### src/adc_ctrl_pkg.sv
// Purpose: Shared constants for the sample packetizer control block.
// Assumes: APB with 32-bit data, one register per aligned word.
// Notes: Offsets are byte addresses.
package adc_ctrl_pkg;
	localparam int NUM_INPUTS = 8;
	localparam int IDX_W = 3;
	localparam int RES_W = 12;
	localparam int ADDR_W = 8;
	// Register byte offsets.
	localparam logic [ADDR_W-1:0] OFF_INPUT0 = 8'h00;
	localparam logic [ADDR_W-1:0] OFF_INPUT7 = 8'h1C;
	localparam logic [ADDR_W-1:0] OFF_GENERAL = 8'h20;
	localparam logic [ADDR_W-1:0] OFF_IRQ_STATUS = 8'h24;
	localparam logic [ADDR_W-1:0] OFF_IRQ_MASK = 8'h28;
	// Per-input register fields.
	localparam int DEST_LSB = 8;
	localparam int DEST_W = 24;
	localparam int INPUT_EN_BIT = 0;
	// General control fields.
	localparam int ENABLE_BIT = 0;
	localparam int CALIB_BIT = 1;
	localparam int PKT_LSB = 8;
	localparam int PKT_W = 8;
	localparam int WIDTH_LSB = 16;
	localparam int DROP_BIT = 24;
	// Reset values.
	localparam logic [PKT_W-1:0] PKT_RESET = 8'h01;
	localparam logic [1:0] WIDTH_RESET = 2'h1;
	// Sample width codes.
	localparam logic [1:0] FMT_8 = 2'h0;
	localparam logic [1:0] FMT_16 = 2'h1;
	localparam logic [1:0] FMT_32 = 2'h3;
	// Calibration pulses after each enable.
	localparam logic [2:0] CAL_PULSES = 3'h6;
	// Interrupt status bits.
	localparam int IRQ_DROP = 0;
	localparam int IRQ_PKT_END = 1;
	localparam int IRQ_W = 2;
	typedef enum logic [1:0] {
		TX_IDLE = 2'b00,
		TX_BYTES = 2'b01,
		TX_END = 2'b10
	} tx_state_t;
endpackage

### src/adc_sample_packetizer_control.sv
// Purpose: Register file, calibration sequencing and sample packetizing for an 8-input converter.
// Assumes: APB slave, zero wait states; conversion results arrive as a one-cycle strobe.
// Notes: Output bytes go one per cycle, with a destination and end-of-packet mark.
// Overview of operation
// - Per-input bits 31:8 hold the 24-bit destination identifier, reset zero.
// - Per-input bit 0 enables that input; bits 7:1 read zero.
// - General bit 24 flags a dropped sample, resets to one, cleared by reads.
// - Width field 17:16 picks 8, 16 or 32 bits, resets to 16; left aligned.
// - Eight-bit format keeps only the upper eight result bits.
// - Sixteen-bit format pads four zero bits, high byte sent first.
// - Thirty-two-bit format pads twenty zero bits, high byte first.
// - Field 15:8 sets samples per packet, resets to one.
// - Zero samples per packet keeps the packet open until an input or general register access.
// - General bit 1 selects the internal calibration reference, resets zero.
// - General bit 0 enables the converter and locks per-input registers.
// - First six trigger pulses after enable calibrate and yield no packets.
// - From the seventh pulse on, each pulse delivers a sample.
// - Calibration restarts on every enable rising edge.
//
// Register access over APB was decided locally.
`timescale 1ns/1ps
module adc_sample_packetizer_control (
	input wire logic clk,
	input wire logic rst_n,
	input wire logic clk_en,
	input wire logic psel,
	input wire logic penable,
	input wire logic pwrite,
	input wire logic [7:0] paddr,
	input wire logic [31:0] pwdata,
	output logic [31:0] prdata,
	output logic pready,
	output logic pslverr,
	input wire logic trigger_pin,
	input wire logic result_valid,
	input wire logic [11:0] result_data,
	output logic trigger_out,
	output logic [2:0] input_select,
	output logic calib_select,
	output logic conv_enable,
	output logic [7:0] tx_data,
	output logic [23:0] tx_dest,
	output logic tx_valid,
	output logic tx_end,
	output logic irq
);
	localparam int N = adc_ctrl_pkg::NUM_INPUTS;

	logic [23:0] dest_reg [N];
	logic [N-1:0] in_en_reg;
	logic enable_reg;
	logic calib_reg;
	logic [1:0] width_reg;
	logic [7:0] pkt_len_reg;
	logic drop_reg;
	logic [1:0] irq_status_reg;
	logic [1:0] irq_mask_reg;
	logic trig_s1_reg;
	logic trig_s2_reg;
	logic trig_s3_reg;
	logic [2:0] cal_cnt_reg;
	logic [2:0] cur_in_reg;
	logic [2:0] pend_in_reg;
	logic pend_reg;
	logic [31:0] word_reg;
	logic [1:0] byte_left_reg;
	logic [7:0] sent_cnt_reg;
	logic pkt_open_reg;
	logic [23:0] pkt_dest_reg;
	adc_ctrl_pkg::tx_state_t tx_state_reg;

	logic apb_access;
	logic apb_wr;
	logic apb_rd;
	logic trig_rise;
	logic enable_rise;
	logic ctl_access;
	logic has_input;
	logic [2:0] next_in;
	logic [31:0] rd_next;
	logic drop_event;
	logic pkt_end_event;
	logic [31:0] fmt_word;
	logic [1:0] fmt_bytes;
	logic close_now;
	logic bad_addr;

	assign apb_access = psel && penable;
	assign apb_wr = apb_access && pwrite;
	assign apb_rd = apb_access && !pwrite;
	assign trig_rise = trig_s2_reg && !trig_s3_reg;
	// Accesses to the input or general registers count as control accesses.
	assign ctl_access = apb_access && (paddr <= adc_ctrl_pkg::OFF_GENERAL);
	assign enable_rise = apb_wr && (paddr == adc_ctrl_pkg::OFF_GENERAL) &&
		pwdata[adc_ctrl_pkg::ENABLE_BIT] && !enable_reg;
	assign has_input = |in_en_reg;
	// Unaligned words and anything past the mask register are refused.
	assign bad_addr = paddr[1:0] != 2'h0 || paddr > adc_ctrl_pkg::OFF_IRQ_MASK;

	// Next enabled input after the current one, round robin.
	// The scan runs from the far end down, so the nearest enabled input wins the last write.
	// With no input enabled the choice stays put, which is harmless as nothing is delivered.
	always_comb begin
		next_in = cur_in_reg;
		for (int k = N; k >= 1; k--) begin
			if (in_en_reg[3'(cur_in_reg + 3'(k))]) begin
				next_in = 3'(cur_in_reg + 3'(k));
			end
		end
	end

	// Trigger pin is asynchronous, so it passes two flops before edge detection.
	// The third flop only serves the edge detector; it resets low like the idle pin.
	always_ff @(posedge clk or negedge rst_n) begin
		if (!rst_n) begin
			trig_s1_reg <= 1'b0;
			trig_s2_reg <= 1'b0;
			trig_s3_reg <= 1'b0;
		end else if (clk_en) begin
			trig_s1_reg <= trigger_pin;
			trig_s2_reg <= trig_s1_reg;
			trig_s3_reg <= trig_s2_reg;
		end
	end

	// Per-input registers; writes are ignored while the converter runs.
	always_ff @(posedge clk or negedge rst_n) begin
		if (!rst_n) begin
			for (int i = 0; i < N; i++) begin
				dest_reg[i] <= 24'h000000;
			end
			in_en_reg <= '0;
		end else if (clk_en) begin
			if (apb_wr && !enable_reg && paddr <= adc_ctrl_pkg::OFF_INPUT7 &&
				paddr[1:0] == 2'h0) begin
				dest_reg[paddr[4:2]] <= pwdata[adc_ctrl_pkg::DEST_LSB +: adc_ctrl_pkg::DEST_W];
				in_en_reg[paddr[4:2]] <= pwdata[adc_ctrl_pkg::INPUT_EN_BIT];
			end
		end
	end

	// General control fields.
	always_ff @(posedge clk or negedge rst_n) begin
		if (!rst_n) begin
			enable_reg <= 1'b0;
			calib_reg <= 1'b0;
			width_reg <= adc_ctrl_pkg::WIDTH_RESET;
			pkt_len_reg <= adc_ctrl_pkg::PKT_RESET;
		end else if (clk_en) begin
			if (apb_wr && paddr == adc_ctrl_pkg::OFF_GENERAL) begin
				enable_reg <= pwdata[adc_ctrl_pkg::ENABLE_BIT];
				calib_reg <= pwdata[adc_ctrl_pkg::CALIB_BIT];
				width_reg <= pwdata[adc_ctrl_pkg::WIDTH_LSB +: 2];
				pkt_len_reg <= pwdata[adc_ctrl_pkg::PKT_LSB +: adc_ctrl_pkg::PKT_W];
			end
		end
	end

	// Calibration counter counts down the pulses owed after each enable edge.
	// A disable leaves the count alone; the next enable edge reloads it anyway.
	always_ff @(posedge clk or negedge rst_n) begin
		if (!rst_n) begin
			cal_cnt_reg <= adc_ctrl_pkg::CAL_PULSES;
		end else if (clk_en) begin
			if (enable_rise) begin
				cal_cnt_reg <= adc_ctrl_pkg::CAL_PULSES;
			end else if (enable_reg && trig_rise && cal_cnt_reg != 3'h0) begin
				cal_cnt_reg <= cal_cnt_reg - 3'h1;
			end
		end
	end

	// Converter drive: every pulse goes on while enabled, only the input choice changes.
	always_ff @(posedge clk or negedge rst_n) begin
		if (!rst_n) begin
			trigger_out <= 1'b0;
			input_select <= 3'h0;
			cur_in_reg <= 3'h0;
			calib_select <= 1'b0;
			conv_enable <= 1'b0;
			pend_in_reg <= 3'h0;
		end else if (clk_en) begin
			calib_select <= calib_reg;
			conv_enable <= enable_reg;
			trigger_out <= enable_reg && trig_rise;
			if (enable_reg && trig_rise) begin
				input_select <= next_in;
				cur_in_reg <= next_in;
				pend_in_reg <= next_in;
			end
		end
	end

	// Format the result left aligned in a 32-bit word with the byte count less one.
	always_comb begin
		fmt_word = {result_data, 20'h00000};
		fmt_bytes = 2'h3;
		unique case (width_reg)
			adc_ctrl_pkg::FMT_8: fmt_bytes = 2'h0;
			adc_ctrl_pkg::FMT_16: fmt_bytes = 2'h1;
			adc_ctrl_pkg::FMT_32: fmt_bytes = 2'h3;
			default: fmt_bytes = 2'h1;
		endcase
	end

	// overrun detection
	// A result landing while the transmitter is busy, in its byte or closing cycle alike,
	// cannot be held because there is no buffer, so it is an overrun.
	assign drop_event = clk_en && result_valid && enable_reg &&
		has_input && tx_state_reg != adc_ctrl_pkg::TX_IDLE;
	assign close_now = pkt_open_reg && pkt_len_reg == 8'h00 && ctl_access;
	assign pkt_end_event = clk_en && tx_valid && tx_end;

	// Packet transmitter: bytes go out one per cycle, top byte first.
	always_ff @(posedge clk or negedge rst_n) begin
		if (!rst_n) begin
			tx_state_reg <= adc_ctrl_pkg::TX_IDLE;
			word_reg <= 32'h00000000;
			byte_left_reg <= 2'h0;
			sent_cnt_reg <= 8'h00;
			pkt_open_reg <= 1'b0;
			pkt_dest_reg <= 24'h000000;
			pend_reg <= 1'b0;
			tx_data <= 8'h00;
			tx_dest <= 24'h000000;
			tx_valid <= 1'b0;
			tx_end <= 1'b0;
		end else if (clk_en) begin
			tx_valid <= 1'b0;
			tx_end <= 1'b0;
			// calibration results suppressed
			// The trigger, not the result, decides: the sixth pulse's result arrives after the
			// counter has reached zero and must still be thrown away.
			if (enable_reg && trig_rise && cal_cnt_reg == 3'h0) begin
				pend_reg <= 1'b1;
			end else if (result_valid || enable_rise) begin
				pend_reg <= 1'b0;
			end
			unique case (tx_state_reg)
				adc_ctrl_pkg::TX_IDLE: begin
					if (result_valid && enable_reg && pend_reg && has_input) begin
						word_reg <= fmt_word;
						byte_left_reg <= fmt_bytes;
						pkt_dest_reg <= dest_reg[pend_in_reg];
						tx_state_reg <= adc_ctrl_pkg::TX_BYTES;
					end else if (close_now) begin
						// Zero-length terminator ends a held-open packet.
						tx_valid <= 1'b1;
						tx_end <= 1'b1;
						tx_data <= 8'h00;
						tx_dest <= pkt_dest_reg;
						pkt_open_reg <= 1'b0;
						sent_cnt_reg <= 8'h00;
					end
				end
				adc_ctrl_pkg::TX_BYTES: begin
					tx_valid <= 1'b1;
					tx_data <= word_reg[31:24];
					tx_dest <= pkt_dest_reg;
					word_reg <= {word_reg[23:0], 8'h00};
					byte_left_reg <= byte_left_reg - 2'h1;
					pkt_open_reg <= 1'b1;
					if (byte_left_reg == 2'h0) begin
						tx_state_reg <= adc_ctrl_pkg::TX_END;
					end
				end
				adc_ctrl_pkg::TX_END: begin
					tx_state_reg <= adc_ctrl_pkg::TX_IDLE;
					if (pkt_len_reg != 8'h00 && sent_cnt_reg + 8'h01 >= pkt_len_reg) begin
						tx_valid <= 1'b1;
						tx_end <= 1'b1;
						tx_data <= 8'h00;
						pkt_open_reg <= 1'b0;
						sent_cnt_reg <= 8'h00;
					end else begin
						sent_cnt_reg <= sent_cnt_reg + 8'h01;
					end
				end
				default: tx_state_reg <= adc_ctrl_pkg::TX_IDLE;
			endcase
		end
	end

	// Dropped flag: set wins over the clear by a read in the same cycle.
	always_ff @(posedge clk or negedge rst_n) begin
		if (!rst_n) begin
			drop_reg <= 1'b1;
		end else if (clk_en) begin
			if (drop_event) begin
				drop_reg <= 1'b1;
			end else if (apb_rd && paddr == adc_ctrl_pkg::OFF_GENERAL) begin
				drop_reg <= 1'b0;
			end
		end
	end

	// Interrupt status is write-one-to-clear; a new event wins.
	// The output is registered, so it lags the status by a cycle but never glitches.
	always_ff @(posedge clk or negedge rst_n) begin
		if (!rst_n) begin
			irq_status_reg <= 2'h0;
			irq_mask_reg <= 2'h0;
			irq <= 1'b0;
		end else if (clk_en) begin
			for (int b = 0; b < adc_ctrl_pkg::IRQ_W; b++) begin
				if ((b == adc_ctrl_pkg::IRQ_DROP && drop_event) ||
					(b == adc_ctrl_pkg::IRQ_PKT_END && pkt_end_event)) begin
					irq_status_reg[b] <= 1'b1;
				end else if (apb_wr && paddr == adc_ctrl_pkg::OFF_IRQ_STATUS && pwdata[b]) begin
					irq_status_reg[b] <= 1'b0;
				end
			end
			if (apb_wr && paddr == adc_ctrl_pkg::OFF_IRQ_MASK) begin
				irq_mask_reg <= pwdata[1:0];
			end
			irq <= |(irq_status_reg & irq_mask_reg);
		end
	end

	// Read mux; reserved bits read zero.
	// Unaligned addresses are zeroed at the answer register, not here.
	always_comb begin
		rd_next = 32'h00000000;
		if (paddr <= adc_ctrl_pkg::OFF_INPUT7) begin
			rd_next = {dest_reg[paddr[4:2]], 7'h00, in_en_reg[paddr[4:2]]};
		end else if (paddr == adc_ctrl_pkg::OFF_GENERAL) begin
			rd_next = {7'h00, drop_reg, 6'h00, width_reg, pkt_len_reg, 6'h00, calib_reg, enable_reg};
		end else if (paddr == adc_ctrl_pkg::OFF_IRQ_STATUS) begin
			rd_next = {30'h00000000, irq_status_reg};
		end else if (paddr == adc_ctrl_pkg::OFF_IRQ_MASK) begin
			rd_next = {30'h00000000, irq_mask_reg};
		end
	end

	// APB answer: ready in the first access cycle, error on unmapped words.
	always_ff @(posedge clk or negedge rst_n) begin
		if (!rst_n) begin
			prdata <= 32'h00000000;
			pready <= 1'b0;
			pslverr <= 1'b0;
		end else if (clk_en) begin
			pready <= psel && !penable;
			pslverr <= psel && !penable && bad_addr;
			if (psel && !penable) begin
				// A refused read answers zero rather than leaking a neighbouring register.
				prdata <= bad_addr ? 32'h00000000 : rd_next;
			end
		end
	end
endmodule

### config.mk
export PLATFORM = sky130hd
export DESIGN_NAME = adc_sample_packetizer_control
export DESIGN_NICKNAME = d
export VERILOG_FILES = /design/src/adc_ctrl_pkg.sv /design/src/adc_sample_packetizer_control.sv
export SDC_FILE = /design/constraint.sdc
export NUM_CORES = 1
export LEC_CHECK = 0
export ABC_CLOCK_PERIOD_IN_PS = 4650
export BUFFER_PORTS_ARGS = -buffer_cell sky130_fd_sc_hd__buf_4
export CORE_MARGIN = 8
export CORE_UTILIZATION = 55
export DETAILED_ROUTE_END_ITERATION = 12
export PLACE_DENSITY = 0.74
export SLEW_MARGIN = 25
export SYNTH_ARGS = -nofsm -noshare
export SYNTH_HDL_FRONTEND = slang
export SYNTH_SLANG_ARGS = --single-unit
### constraint.sdc
create_clock -name clk -period 4.65 [get_ports clk]
set_input_delay 0.93 -clock clk [delete_from_list [all_inputs] [get_ports clk]]
set_output_delay 0.93 -clock clk [all_outputs]
set_load 0.01 [all_outputs]
==> flow_summary.json, run 1 <==
{
  "outcome": "complete, no violations",
  "chipHeight_um": 191.9,
  "hold_violations": 0,
  "drv_slew": 0,
  "initial_core_util": 0.5581,
  "setup_ws_ns": 1.407,
  "grt_util_all_layers": 0.2273,
  "largest_reg_flops": 192,
  "drtIter0Drc": 813,
  "critPathSlowestCell": "a211oi_1",
  "cts_max_path_buffers": 3,
  "hpwlAfterDp_um": 25790,
  "path_clk_slew_ns": 0.06,
  "crit_family": "compound AO/OA/AOI/OAI gates",
  "layout_commonest_cell": "dfrtp_1",
  "p_total_mw": 6.552,
  "area_growth_pct": 14.50,
  "synth_adder_area_share": 0.01029,
  "grt_max_degree": 101,
  "async_flop_share": 1.000,
  "drcViolationCount": 0,
  "nFillCells": 2211,
  "synth_top_area_frac": 0.4953,
  "place.gp.congestion": 0.8746,
  "final_cell_mix": "335 x dfrtp_1, 219 x mux2_2, 146 x buf_4, 107 x mux4_2, 103 x nand2_1",
  "post-route-util": 0.6390,
  "start_kind": "register",
  "yosys.area_share.simple": 0.05438,
  "crit_chain": "and3_1, nand3_1, nor2_1, xor2_1, ha_1, a211oi_1, nand2_1, a211oi_1, o211ai_1, o211ai_1",
  "num_vias": 11030,
  "met3_usage": 0.04267,
  "synth_mux_area_frac": 0.3280,
  "grt_overflow": 0,
  "ys_top_cells_by_area": "dfrtp_1 50%, mux2_2 14%, mux4_2 14%",
  "postCtsSetupBuffers": 0,
  "io_pins": 135,
  "cap_violations": 0,
  "cts-root-buf": "clkbuf_16",
  "antenna_left": 0,
  "die_w_um": 191.9,
  "grt_util_met2": 0.3682,
  "max_stage_delay_ns": 0.67,
  "slew_headroom": 0.3694,
  "worstPathArrival_ns": 3.67,
  "crit_path_end_kind": "register",
  "grt_pass1_vias": 11340,
  "synth-compound-area-share": 0.07011,
  "syn_area_mm2": 0.01703,
  "die_area_mm2": 0.03684,
  "p_leak_nw": 9.348,
  "syn_area_per_cell_um2": 13.71,
  "drt_wl_total_um": 41270,
  "min_period_ns": 3.243,
  "fin_skew_ns": 0.009655,
  "post_drt_via_cell_ratio": 6.212,
  "yosysWarnings": 0,
  "antenna_found_initial": 2,
  "rsz0062_at_grt": "false",
  "drt_pass1_iterations": 5,
  "hold_path_class": "input port to async pin",
  "cts_hold_buffers": 0,
  "pre_cts_ws_ns": 1.021,
  "cts_buffers": 37,
  "yosysSeqAreaShare": 0.5030,
  "cts_tree": "built",
  "synth_xor_area_frac": 0.005144,
  "cts.sinks": 342,
  "core_mm2": 0.03051,
  "synth_top_family_by_area": "multiplexers",
  "cts_resized": 0,
  "irDropWorstVdd_v": 0.0002476,
  "critPathMaxFanout": 6,
  "crit_buf_inv": 0,
  "fin_setup_tns_ns": 0,
  "synth_seq_cells": 342,
  "finalCritPeriodShare": 0.6975,
  "ys.flop_type": "dfrtp_1",
  "cts_htree_levels": 2,
  "portBuffers": 122,
  "final_layout_size_suffix_gt1_frac": 0.3991,
  "ys_types": 65,
  "busiest_layer": "met2",
  "fmax_mhz": 308.3,
  "finalHoldWorstSlack_ns": 0.4352,
  "synth_edf_count": 0,
  "setup_viol": 0,
  "critical_path_class": "register to register",
  "insertion_delay_ns": 0.52,
  "yosysTopAreaCell": "dfrtp_1",
  "nets": 1425,
  "power.density_mw_per_mm2": 336.1,
  "grt_use_met1": 0.3136,
  "worstPathRequired_ns": 5.08,
  "num_rows": 64,
  "grt_pass1_wl_um": 65640,
  "avgRoutedWirePerCell_um": 23.25,
  "synthCells": 1242,
  "worstMarginPinSlew_ns": 0.9387
}
[worst reg2reg max path, delay by kind of cell, from the launching register on]
| family | cells | cell delay (ns) |
|---|---|---|
| AO/OA/AOI/OAI | 4 | 1.51 |
| AND/OR/NAND/NOR | 4 | 0.65 |
| flip-flops | 1 | 0.44 |
| adder cells (fa/ha/maj) | 1 | 0.30 |
| XOR/XNOR | 1 | 0.27 |
[final timing paths]
path | slack [ns] | endpoint | depth (start not counted) | start
worst min register to register | 0.48 | pkt_dest_reg[10]$_DFFE_PN0P_ | 2 | pkt_dest_reg[10]$_DFFE_PN0P_
worst max register to register | 1.41 | sent_cnt_reg[5]$_DFFE_PN0P_ | 10 | sent_cnt_reg[0]$_DFFE_PN0P_
min in group clk | 0.48 | pkt_dest_reg[10]$_DFFE_PN0P_ | 2 | pkt_dest_reg[10]$_DFFE_PN0P_
worst min-delay path | 0.44 | pend_in_reg[2]$_DFFE_PN0P_ | 1 | rst_n
max in group asynchronous | 3.03 | enable_reg$_DFFE_PN0P_ | 2 | rst_n
worst max-delay path | 1.41 | sent_cnt_reg[5]$_DFFE_PN0P_ | 10 | sent_cnt_reg[0]$_DFFE_PN0P_
[through the flow]
stage	instance area [um2]	cells
6_report	19490	1775
2_1_floorplan	17050	1247
3_3_place_gp	18290	1708
5_1_grt	19490	1775
4_1_cts	19490	1774
3_5_place_dp	18290	1708
[cell type report]
| class | instances | area (um2) | share of cell area |
|---|---|---|---|
| Antenna cell | 1 | 2.502 | 0.0001284 |
| Clock buffer | 59 | 1131 | 0.05802 |
| Clock inverter | 7 | 66.31 | 0.003402 |
| Inverter | 26 | 97.59 | 0.005006 |
| Multi-Input combinational cell | 795 | 7990 | 0.4099 |
| Sequential cell | 342 | 8569 | 0.4396 |
| Tap cell | 396 | 495.5 | 0.02542 |
| Timing Repair Buffer | 149 | 1142 | 0.05860 |
[cells in the mapped netlist, drive strengths merged, types with 5 or more instances]
cell type	instances
nor3	5
nand3	10
nand2b	9
o2111ai	6
mux2	242
clkbuf	32
o21ai	72
a211oi	14
buf	52
nor2	20
a22o	17
o21a	5
o211ai	6
ha	14
mux2i	45
mux4	107
inv	25
a21o	7
dfstp	5
nor2b	16
nor4	7
xnor2	7
nand2	103
a21oi	24
dfrtp	337
[power breakdown]
part           leakage [nW]  switching, mW  internal, mW  total [mW]
clock                 0.587           1.15          1.72        2.88
sequential             4.69         0.0620          3.05        3.11
combinational          4.07          0.346         0.216       0.562
total                  9.35           1.56          4.99        6.55
[logic make-up (layout without fill, tap and decap cells)]
| family | after synthesis | count (layout) |
|---|---|---|
| fa+ha+maj | 14 | 14 |
| xor+xnor | 10 | 10 |
| buf+inv | 110 | 241 |
| flops | 342 | 342 |
| mux | 394 | 394 |
| other cells | 1 | 7 |
| compound gates | 182 | 182 |
| simple gates | 189 | 189 |
[layer usage]
layer / vias to the layer above / share of wire
li1: 4873 / -
met1: 5765 / 0.43
met2: 323 / 0.49
met3: 64 / 0.065
met4: 2 / 0.021
met5: - / 0.00031
No activity file was read; power rests on OpenSTA's default activity.
==> run 2, diff against run 1 <==
ABC_CLOCK_PERIOD_IN_PS = 2700   (was 4650)
PLACE_DENSITY = 0.77   (was 0.74)
clock period = 2.7 ns   (was 4.65 ns; I/O delays follow)
==> run 2 against run 1 <==
Against the previous run:
- non-clock buffer count rose by 42
- sequential cell count did not move
- core utilization rose by 2.0 points
- routed wire length rose by 1.1%
- sequential share of layout area fell by 1.3 points
- highest routed layer unchanged
==> flow_summary.json, run 2 (same netlist as run 1, synthesis figures left out) <==
{
  "core_mm2": 0.03051,
  "area_growth_pct": 18.03,
  "nets": 1467,
  "cts_tree": "built",
  "grt_overflow": 0,
  "worstMarginPinSlew_ns": 1.007,
  "post_drt_via_cell_ratio": 6.211,
  "portBuffers": 122,
  "setup_viol": 0,
  "finalCritPeriodShare": 0.9623,
  "antenna_left": 0,
  "r2r_slack_ns": 0.10,
  "die_area_mm2": 0.03684,
  "min_period_ns": 2.598,
  "grt_max_degree": 79,
  "antenna_found_initial": 1,
  "cap_violations": 0,
  "hold_violations": 0,
  "largest_reg_flops": 192,
  "worstPathRequired_ns": 3.09,
  "num_vias": 11290,
  "outcome": "complete, no violations",
  "die_w_um": 191.9,
  "fin_skew_ns": 0.008100,
  "critical_path_class": "register to register",
  "slew_headroom": 0.3237,
  "p_leak_nw": 9.665,
  "final_layout_size_suffix_gt1_frac": 0.4226,
  "drt_wl_total_um": 41750,
  "io_pins": 135,
  "fin_setup_tns_ns": 0,
  "start_kind": "register",
  "critPathMaxFanout": 10,
  "grt_util_all_layers": 0.2316,
  "drv_slew": 0,
  "fmax_mhz": 384.9,
  "insertion_delay_ns": 0.52,
  "cts_buffers": 37,
  "hold_path_class": "input port to async pin",
  "drcViolationCount": 0,
  "antenna_cells": 0,
  "post-route-util": 0.6587,
  "irDropWorstVdd_v": 0.0003862,
  "r2r_cells": 11,
  "power.density_mw_per_mm2": 568.6,
  "drtIter0Drc": 721,
  "cts_max_path_buffers": 3,
  "initial_core_util": 0.5581,
  "path_clk_slew_ns": 0.06,
  "layout_commonest_cell": "dfrtp_1",
  "worstPathArrival_ns": 2.98,
  "chipHeight_um": 191.9,
  "place.gp.congestion": 0.9182,
  "drt_pass1_iterations": 4,
  "crit_path_end_kind": "register",
  "cts-root-buf": "clkbuf_16",
  "hpwlAfterDp_um": 26830,
  "num_rows": 64,
  "grt_pass1_wl_um": 67390,
  "cts_htree_levels": 2,
  "cts.sinks": 342,
  "grt_pass1_vias": 11810,
  "final_cell_mix": "335 x dfrtp_1, 218 x mux2_2, 171 x buf_4, 107 x mux4_2, 103 x nand2_1",
  "avgRoutedWirePerCell_um": 22.96
}
[run 2: cell types whose count changed in the layout (fill, tap and decap cells not counted), moves of 2 or more]
cell | before | now
buf_12 | 1 | 18
buf_4 | 146 | 171
clkbuf_1 | 12 | 10
clkinv_2 | 4 | 6
nor4_1 | 6 | 4
[run 2: through the flow]
stage	total power, mW	hold slack [ns]	setup slack [ns]	std cells	cell area [um2]
after CTS	11.50	0.04612	0.03319	1815	20050
after global placement	6.456	0.4613	-0.03370	1747	18820
final	11.43	0.02919	0.1018	1818	20100
after detailed placement	6.491	0.4664	-0.07183	1747	18820
after floorplan	5.987	0.2444	-0.1489	1247	17110
after global routing	11.84	0.06333	-0.01823	1818	20100
[run 2: repair_timing]
| action | in CTS | in global routing |
|---|---|---|
| pin swaps | 0 | 2 |
| setup buffers | 0 | 3 |
| gates resized for setup | 1 | 5 |
| setup endpoints to repair | 24 | 40 |
| hold buffers | 0 | 0 |
[run 2: final timing paths]
check / start / end
worst max register to register: sent_cnt_reg[4]$_DFFE_PN0P_ / tx_valid$_DFFE_PN0P_
worst max-delay path: sent_cnt_reg[4]$_DFFE_PN0P_ / tx_valid$_DFFE_PN0P_
worst min register to register: pkt_dest_reg[20]$_DFFE_PN0P_ / pkt_dest_reg[20]$_DFFE_PN0P_
max in group asynchronous: rst_n / dest_reg[65]$_DFFE_PN0P_
worst min-delay path: rst_n / pend_in_reg[0]$_DFFE_PN0P_
min in group clk: result_data[6] / word_reg[26]$_DFFE_PN0P_
[run 2: area by class of cell]
| cell class | instances | area [um2] |
|---|---|---|
| fill | 2130 | 10410 |
| timing repair buffer | 191 | 1670 |
| tap | 396 | 495.5 |
| sequential | 342 | 8569 |
| inverter | 26 | 105.1 |
| clock inverter | 10 | 83.83 |
| multi-input combinational | 795 | 8035 |
| clock buffer | 58 | 1137 |
[run 2: per-layer routing]
metal,track usage,up-vias,share of wire
li1,-,4970,-
met1,0.3116,5854,0.42
met2,0.3811,382,0.49
met3,0.03994,84,0.063
met4,0.07282,2,0.026
met5,0,-,0.00031
[run 2: power by group]
part / switching [mW] / total (mW) / internal [mW] / leakage [nW]
sequential: 0.0851 / 5.34 / 5.26 / 4.69
clock: 2.02 / 5.02 / 3.00 / 0.600
combinational: 0.636 / 1.07 / 0.429 / 4.38
[run 2: worst max-delay path, stage by stage (launching register included)]
cell	delay (ns)
dfrtp_1	0.38
and3_1	0.16
nand3_1	0.10
nor2_1	0.15
xor2_1	0.24
ha_1	0.29
a211oi_1	0.23
nand2_1	0.13
a211o_1	0.33
a31oi_2	0.20
buf_6	0.17
o21ai_0	0.09
